$ cat config.mk
export PLATFORM = sky130hd
export DESIGN_NAME = dma_global_control_status
export DESIGN_NICKNAME = d
export VERILOG_FILES = /design/src/dma_gcs_pkg.sv /design/src/dma_gcs_if.sv /design/src/dma_access_record.sv /design/src/dma_bus_gate.sv /design/src/dma_global_control_status.sv
export SDC_FILE = /design/constraint.sdc
export NUM_CORES = 1
export LEC_CHECK = 0
export BUFFER_PORTS_ARGS = -buffer_cell sky130_fd_sc_hd__buf_2
export CORE_MARGIN = 1
export CORE_UTILIZATION = 58
export CTS_CLUSTER_DIAMETER = 50
export DETAILED_ROUTE_END_ITERATION = 8
export MAX_ROUTING_LAYER = met4
export PLACE_DENSITY = 0.85
export SLEW_MARGIN = 20
export SYNTH_ARGS = -nofsm -noshare
export SYNTH_HDL_FRONTEND = slang
export SYNTH_SLANG_ARGS = --single-unit
export TNS_END_PERCENT = 20
$ cat constraint.sdc
create_clock -name i_core_clk -period 3.8 [get_ports i_core_clk]
set_input_delay 0 -clock i_core_clk [delete_from_list [all_inputs] [get_ports i_core_clk]]
set_output_delay 0 -clock i_core_clk [all_outputs]
set_load 0.01 [all_outputs]
$ cat src/dma_gcs_pkg.sv
// Package with register map, field positions and reset values of the DMA global control block
package dma_gcs_pkg;
  // ---------------------------------------------------------------
  // Register offsets (byte addresses, low 16 bits)
  // ---------------------------------------------------------------
  localparam logic [15:0] OFS_GLOBAL_CONTROL = 16'h8000;
  localparam logic [15:0] OFS_GLOBAL_STATUS  = 16'h8010;
  localparam logic [15:0] OFS_LAST_ADDRESS   = 16'h8020;
  localparam logic [15:0] OFS_CH3_CELL_SIZE  = 16'h8c30;
  localparam logic [15:0] OFS_CH3_CELL_PTR   = 16'h8c40;
  localparam logic [15:0] OFS_CH3_PATTERN    = 16'h8c50;
  // Alias selectors in address bits 3:2
  localparam logic [1:0]  ALIAS_PLAIN = 2'h0;
  localparam logic [1:0]  ALIAS_CLR   = 2'h1;
  localparam logic [1:0]  ALIAS_SET   = 2'h2;
  localparam logic [1:0]  ALIAS_INV   = 2'h3;
  // ---------------------------------------------------------------
  // Field positions
  // ---------------------------------------------------------------
  localparam int CTRL_ON_BIT      = 15;
  localparam int CTRL_SUSPEND_BIT = 12;
  localparam int CTRL_BUSY_BIT    = 11;
  localparam int STAT_DIR_BIT     = 3;
  localparam int STAT_CH_MSB      = 2;
  localparam int CELL_SIZE_W      = 16;
  localparam int PATTERN_W        = 8;
  // Writable bit masks
  localparam logic [31:0] CTRL_WMASK = 32'h0000_9000;
  localparam logic [31:0] SIZE_WMASK = 32'h0000_ffff;
  localparam logic [31:0] PAT_WMASK  = 32'h0000_00ff;
  // ---------------------------------------------------------------
  // Reset values
  // ---------------------------------------------------------------
  localparam logic [31:0] RST_WORD = 32'h0000_0000;
  localparam logic [2:0]  RST_CH   = 3'h0;
endpackage

$ cat src/dma_gcs_if.sv
// Interface carrying bus-access reports and control between the DMA global block parts
`timescale 1ns/1ns
interface dma_gcs_if;
  logic        acc_valid;
  logic        acc_read;
  logic [2:0]  acc_ch;
  logic [31:0] acc_addr;
  logic        enable;
  logic        suspend;
  logic        grant;
  // Grant is made by the gate and only read by the control side
  modport ctrl (input acc_valid, acc_read, acc_ch, acc_addr, grant, output enable, suspend);
  modport gate (output acc_valid, acc_read, acc_ch, acc_addr, grant, input enable, suspend);
  modport rec  (input acc_valid, acc_read, acc_ch, acc_addr);
endinterface

$ cat src/dma_access_record.sv
// Recorder of direction, channel and address of the latest DMA bus access
`timescale 1ns/1ns
module dma_access_record
  import dma_gcs_pkg::*;
(
  // Clock and reset
  input  wire logic        i_core_clk,
  input  wire logic        i_rst,
  // Access reports
  dma_gcs_if.rec           acc,
  // Recorded state
  output logic             o_last_read,
  output logic [2:0]       o_last_ch,
  output logic [31:0]      o_last_addr
);
  // ---------------------------------------------------------------
  // Capture on every performed access
  // ---------------------------------------------------------------
  always_ff @(posedge i_core_clk or posedge i_rst) begin
    if (i_rst) begin
      o_last_read <= 1'b0;
      o_last_ch   <= RST_CH;
      o_last_addr <= RST_WORD;
    end else if (acc.acc_valid) begin
      o_last_read <= acc.acc_read;
      o_last_ch   <= acc.acc_ch;
      o_last_addr <= acc.acc_addr;
    end
  end
endmodule

$ cat src/dma_bus_gate.sv
// Gate that passes channel bus requests only while the controller is enabled and not suspended
`timescale 1ns/1ns
module dma_bus_gate
  import dma_gcs_pkg::*;
(
  // Channel engine request
  input  wire logic        i_req,
  input  wire logic        i_req_read,
  input  wire logic [2:0]  i_req_ch,
  input  wire logic [31:0] i_req_addr,
  input  wire logic        i_bus_done,
  // Gated report
  dma_gcs_if.gate          g
);
  // ---------------------------------------------------------------
  // Issue qualification
  // ---------------------------------------------------------------
  // Suspend and disable both hold off issue; the engine keeps its request pending
  assign g.grant     = i_req & g.enable & ~g.suspend;
  assign g.acc_valid = g.grant & i_bus_done;
  assign g.acc_read  = i_req_read;
  assign g.acc_ch    = i_req_ch;
  assign g.acc_addr  = i_req_addr;
endmodule

$ cat src/dma_global_control_status.sv
// DMA global control, status and last-access observation registers
//
// Added by the designer: the address-and-strobe port.
`timescale 1ns/1ns
module dma_global_control_status
  import dma_gcs_pkg::*;
(
  // Clock and reset
  input  wire logic        i_core_clk,
  input  wire logic        i_rst,
  // Register port
  input  wire logic [15:0] i_reg_addr,
  input  wire logic [31:0] i_reg_wdata,
  input  wire logic        i_reg_wr,
  input  wire logic        i_reg_rd,
  output logic [31:0]      o_reg_rdata,
  // Channel engine bus request
  input  wire logic        i_req,
  input  wire logic        i_req_read,
  input  wire logic [2:0]  i_req_ch,
  input  wire logic [31:0] i_req_addr,
  input  wire logic        i_bus_done,
  input  wire logic [15:0] i_ch3_cell_ptr,
  // Controls to the engines
  output logic             o_grant,
  output logic             o_enable,
  output logic             o_suspend,
  output logic             o_busy
);
  // ---------------------------------------------------------------
  // Local state
  // ---------------------------------------------------------------
  dma_gcs_if link ();

  logic        on_r;
  logic        suspend_r;
  logic [15:0] cell_size_r;
  logic [7:0]  pattern_r;
  logic        last_read;
  logic [2:0]  last_ch;
  logic [31:0] last_addr;
  logic        busy;

  // ---------------------------------------------------------------
  // Address decode
  // ---------------------------------------------------------------
  wire logic [15:0] base_addr  = {i_reg_addr[15:4], 4'h0};
  wire logic [1:0]  alias_sel  = i_reg_addr[3:2];
  wire logic        sel_ctrl   = (base_addr == OFS_GLOBAL_CONTROL);
  wire logic        sel_stat   = (base_addr == OFS_GLOBAL_STATUS);
  wire logic        sel_addr   = (base_addr == OFS_LAST_ADDRESS);
  wire logic        sel_size   = (base_addr == OFS_CH3_CELL_SIZE);
  wire logic        sel_ptr    = (base_addr == OFS_CH3_CELL_PTR);
  wire logic        sel_pat    = (base_addr == OFS_CH3_PATTERN);

  // Atomic alias arithmetic, shared by all writable registers
  function automatic logic [31:0] alias_apply(input logic [31:0] cur,
                                              input logic [31:0] wd,
                                              input logic [1:0]  sel,
                                              input logic [31:0] wmask);
    logic [31:0] res;
    res = cur;
    unique case (sel)
      ALIAS_PLAIN: res = wd;
      ALIAS_CLR:   res = cur & ~wd;
      ALIAS_SET:   res = cur | wd;
      ALIAS_INV:   res = cur ^ wd;
    endcase
    return (res & wmask) | (cur & ~wmask);
  endfunction

  // ---------------------------------------------------------------
  // Register next values
  // ---------------------------------------------------------------
  wire logic [31:0] ctrl_cur = {16'h0000, on_r, 2'b00, suspend_r, 12'h000};
  wire logic [31:0] ctrl_new = alias_apply(ctrl_cur, i_reg_wdata, alias_sel, CTRL_WMASK);
  wire logic [31:0] size_new = alias_apply({16'h0000, cell_size_r}, i_reg_wdata,
                                           alias_sel, SIZE_WMASK);
  wire logic [31:0] pat_new  = alias_apply({24'h00_0000, pattern_r}, i_reg_wdata,
                                           alias_sel, PAT_WMASK);

  wire logic on_nxt      = (i_reg_wr && sel_ctrl) ? ctrl_new[CTRL_ON_BIT] : on_r;
  wire logic suspend_nxt = (i_reg_wr && sel_ctrl) ? ctrl_new[CTRL_SUSPEND_BIT] : suspend_r;

  always_ff @(posedge i_core_clk or posedge i_rst) begin
    if (i_rst) begin
      on_r        <= 1'b0;
      suspend_r   <= 1'b0;
      cell_size_r <= RST_WORD[15:0];
      pattern_r   <= RST_WORD[7:0];
    end else begin
      on_r      <= on_nxt;
      suspend_r <= suspend_nxt;
      if (i_reg_wr && sel_size) begin
        cell_size_r <= size_new[CELL_SIZE_W-1:0];
      end
      if (i_reg_wr && sel_pat) begin
        pattern_r <= pat_new[PATTERN_W-1:0];
      end
    end
  end

  // ---------------------------------------------------------------
  // Issue gating and access recording
  // ---------------------------------------------------------------
  assign link.enable  = on_r;
  assign link.suspend = suspend_r;

  dma_bus_gate u_gate (
    .i_req      (i_req),
    .i_req_read (i_req_read),
    .i_req_ch   (i_req_ch),
    .i_req_addr (i_req_addr),
    .i_bus_done (i_bus_done),
    .g          (link.gate)
  );

  dma_access_record u_rec (
    .i_core_clk  (i_core_clk),
    .i_rst       (i_rst),
    .acc         (link.rec),
    .o_last_read (last_read),
    .o_last_ch   (last_ch),
    .o_last_addr (last_addr)
  );

  // Busy covers an enabled controller only; the grant term needs enable, so an access in flight adds nothing
  assign busy      = on_r | link.grant;
  assign o_grant   = link.grant;
  assign o_enable  = on_r;
  assign o_suspend = suspend_r;
  assign o_busy    = busy;

  // ---------------------------------------------------------------
  // Read data
  // ---------------------------------------------------------------
  // Busy is hardware-owned: writes to its bit are masked off above
  wire logic [31:0] ctrl_rd = ctrl_cur | ({31'h0, busy} << CTRL_BUSY_BIT);
  wire logic [31:0] stat_rd = {28'h000_0000, last_read, last_ch};
  wire logic [31:0] rd_mux  = sel_ctrl ? ctrl_rd :
                              sel_stat ? stat_rd :
                              sel_addr ? last_addr :
                              sel_size ? {16'h0000, cell_size_r} :
                              sel_ptr  ? {16'h0000, i_ch3_cell_ptr} :
                              sel_pat  ? {24'h00_0000, pattern_r} :
                              RST_WORD;

  always_ff @(posedge i_core_clk or posedge i_rst) begin
    if (i_rst) begin
      o_reg_rdata <= RST_WORD;
    end else if (i_reg_rd) begin
      o_reg_rdata <= rd_mux;
    end else begin
      o_reg_rdata <= RST_WORD;
    end
  end
endmodule

==> flow_metrics.tcl <==
set metrics [dict create \
    first_global_vias 4694 \
    reg2reg_slack_ns 1.64 \
    p_per_area_nw_per_um2 286 \
    first_iter_violations 302 \
    synth_top_cell_by_area "sky130_fd_sc_hd__dfrtp_1" \
    timing.final.setup_violations 0 \
    setup_tns_ns 0 \
    grtUsageTotal 0.308 \
    fin_skew_ns 0.0135 \
    drc_errors 7 \
    stdcell_count 780 \
    ys_top_cells_by_count "sky130_fd_sc_hd__dfrtp_1, sky130_fd_sc_hd__inv_1, sky130_fd_sc_hd__ha_1" \
    cts_hold_repair.buffers 47 \
    post_synth_instance_area_um2 5390 \
    cp_data_required_time_ns 4.06 \
    wire_per_inst_um 17.9 \
    place_inst 717 \
    grt_setup_unrepaired "no" \
    port_buffers 123 \
    leakage_nw 3.55 \
    clock_insertion_delay_worst_skew_ns 0.38 \
    synth-seq-cells 94 \
    timing.critical_path.slowest_stage_cell "sky130_fd_sc_hd__nand2_1" \
    synth-edff-count 0 \
    max_cap_viol_count 0 \
    final.min_clock_period_ns 2.17 \
    detail-route-antenna-nets 0 \
    routed_wirelength_um 13900 \
    post_drt_via_cell_ratio 5.76 \
    die_area_um2 9680 \
    clock_tree.buffer_depth 2 \
    layout.core_utilization 0.759 \
    syn_area_per_cell_um2 10.6 \
    dp.final_hpwl_um 8850 \
    largest_net_degree_at_the_start_of_global_routing 56 \
    filler_cells_inserted 562 \
    tightestPinTransition_ns 1.00 \
    yosysTopAreaCellShare 0.436 \
    diodes 0 \
    ff_latch_area_um2 2350 \
    post_cts_resize_count 0 \
    cts_inserted_buffers 9 \
    die_height_um 98.4 \
    global_route_wire_length_before_repair_um 22300 \
    timing.max_slew.rel_slack 0.329 \
    clock_tree_from_tritoncts "yes" \
    timing.critical_path.max_delay_family "simple AND/OR/NAND/NOR gates" \
    synth.most_common_cell "sky130_fd_sc_hd__dfrtp_1" \
    startpoint_type_of_the_worst_setup_path "input pin" \
    min_path_type "in -> reg" \
    num_vias 4494 \
    netlist_instances 508 \
    finish.net_count 825 \
    placer_congestion_estimate 0.830 \
    failed_checks "design-rule violations" \
    synth.yosys.warnings 0 \
    max_stage_delay_ns 0.64 \
    core.rowCount 34 \
    ys_top_cells_by_area "sky130_fd_sc_hd__dfrtp_1, sky130_fd_sc_hd__ha_1, sky130_fd_sc_hd__mux2_2" \
    clock-sinks 94 \
    multi_input_comb_area_um2 2710 \
    drive_gt1_frac 0.304 \
    cts_setup_buffers 0 \
    timing.setup.critical_path_class "in -> reg" \
    status "finished, violations left" \
    max_freq_ghz 0.462 \
    worst-endpoint-arrival_ns 2.42 \
    ys_async_sr_fraction 1.00 \
    grt_antenna_before_repair 0 \
    report.final.slew_viol_count 0 \
    grt-ovfl-total 0 \
    crit_chain "buf_2 > and4bb_2 > and4_1 > nand2_1 > mux2_2" \
    final_hold_viol_count 0 \
    synth_unique_cells 38 \
    timing.critical_path.to_type "flip-flop" \
    drt_pass1_iterations 9 \
    io_pins 142 \
    area_delta_synth_final_pct 24.6 \
    dominantRegCellSynth "sky130_fd_sc_hd__dfrtp_1" \
    die_w_um 98.4 \
    crit_path_max_fanout 29 \
    timing.critical_path.buf_inv 1 \
    clk_transition_reported_paths_ns 0.10 \
    core_area_um2 8850 \
    post-route-period-util 0.570 \
    synth-seq-area-share 0.436 \
    floorplan.initialDensity 0.609 \
    vdd_drop_max_mv 0.189 \
    cts_root_buffer "sky130_fd_sc_hd__clkbuf_8" \
    cts-htree-levels 3 \
    syn-num-nets 666 \
]
area by class of cell:
| type | instances | share of cell area |
|---|---|---|
| well taps | 108 | 0.0201 |
| inverters | 59 | 0.0332 |
| clock buffers | 9 | 0.0184 |
| flip-flops and latches | 94 | 0.350 |
| multi-input cells | 330 | 0.403 |
| clock inverters | 7 | 0.00932 |
| repair buffers | 173 | 0.165 |
worst register-to-register path, delay by kind of cell (launching register included):
| family | cells | cell delay [ns] |
|---|---|---|
| buffers and inverters | 2 | 0.52 |
| flip-flops | 1 | 0.46 |
| multiplexers | 1 | 0.40 |
| AND/OR/NAND/NOR | 2 | 0.68 |
routing by layer:
| layer | track usage | wire [um] | vias up |
|---|---|---|---|
| met1 | 0.350 | 5260 | 2176 |
| met5 | - | 0 | - |
| li1 | - | - | 2050 |
| met4 | 0.165 | 603 | 0 |
| met3 | 0.0608 | 827 | 59 |
| met2 | 0.516 | 7250 | 209 |
registers in the layout, indices dropped and copies added, names as in the netlist:
name,count
cell_size_r,16
o_enable,1
o_reg_rdata,32
o_suspend,1
pattern_r,8
u_rec.o_last_addr,32
u_rec.o_last_ch,3
u_rec.o_last_read,1
logic make-up (layout without fill, tap and decap cells):
group	after synthesis	count (layout)	synth area share
buffers and inverters	84	248	0.0615
adders and majority gates	52	52	0.121
DFF	94	94	0.436
AOI/OAI and AO/OA	88	88	0.0947
and+or+nand+nor	118	118	0.114
muxes	72	72	0.173
metrics by stage:
step                      area, um^2  setup WS (ns)  power, mW  hold slack, ns
after floorplan                 5390           1.35       1.15           0.151
after global placement          6050           1.39       1.22           0.152
after detailed placement        6050           1.31       1.24           0.166
after CTS                       6710           1.70       1.92          0.0750
after global routing            6710           1.54       1.99           0.100
final                           6710           1.63       1.92          0.0840
cells in the final DEF, fill, tap and decap left out, types with 31 or more instances in the layout:
cell                            synthesis  routed
sky130_fd_sc_hd__o21ai_0               31      31
sky130_fd_sc_hd__buf_2                  7     122
sky130_fd_sc_hd__ha_1                  52      52
sky130_fd_sc_hd__a21oi_1               34      34
sky130_fd_sc_hd__nand2_1               41      41
sky130_fd_sc_hd__inv_1                 59      58
sky130_fd_sc_hd__dlygate4sd3_1          0      47
sky130_fd_sc_hd__dfrtp_1               94      94
sky130_fd_sc_hd__nor2_1                40      40
sky130_fd_sc_hd__mux2_2                39      39
worst paths after layout:
| kind | endpoint | from | cells after the start |
|---|---|---|---|
| hold / removal | pattern_r[5] | i_reg_wdata[5] | 5 |
| min in group asynchronous | u_rec.o_last_addr[16] | i_rst | 3 |
| hold reg to reg | o_reg_rdata[17] | u_rec.o_last_addr[17] | 1 |
| setup reg to reg | u_rec.o_last_addr[31] | o_suspend | 5 |
| max in group asynchronous | cell_size_r[6] | i_rst | 4 |
| setup / recovery | cell_size_r[13] | i_reg_addr[4] | 5 |
report_power, final:
part / total [mW] / switching, mW / internal [mW]
combinational: 0.247 / 0.126 / 0.121
clock: 0.661 / 0.407 / 0.255
sequential: 1.01 / 0.00528 / 1.01
total: 1.92 / 0.538 / 1.38
Power figures use the tool's default switching activity.
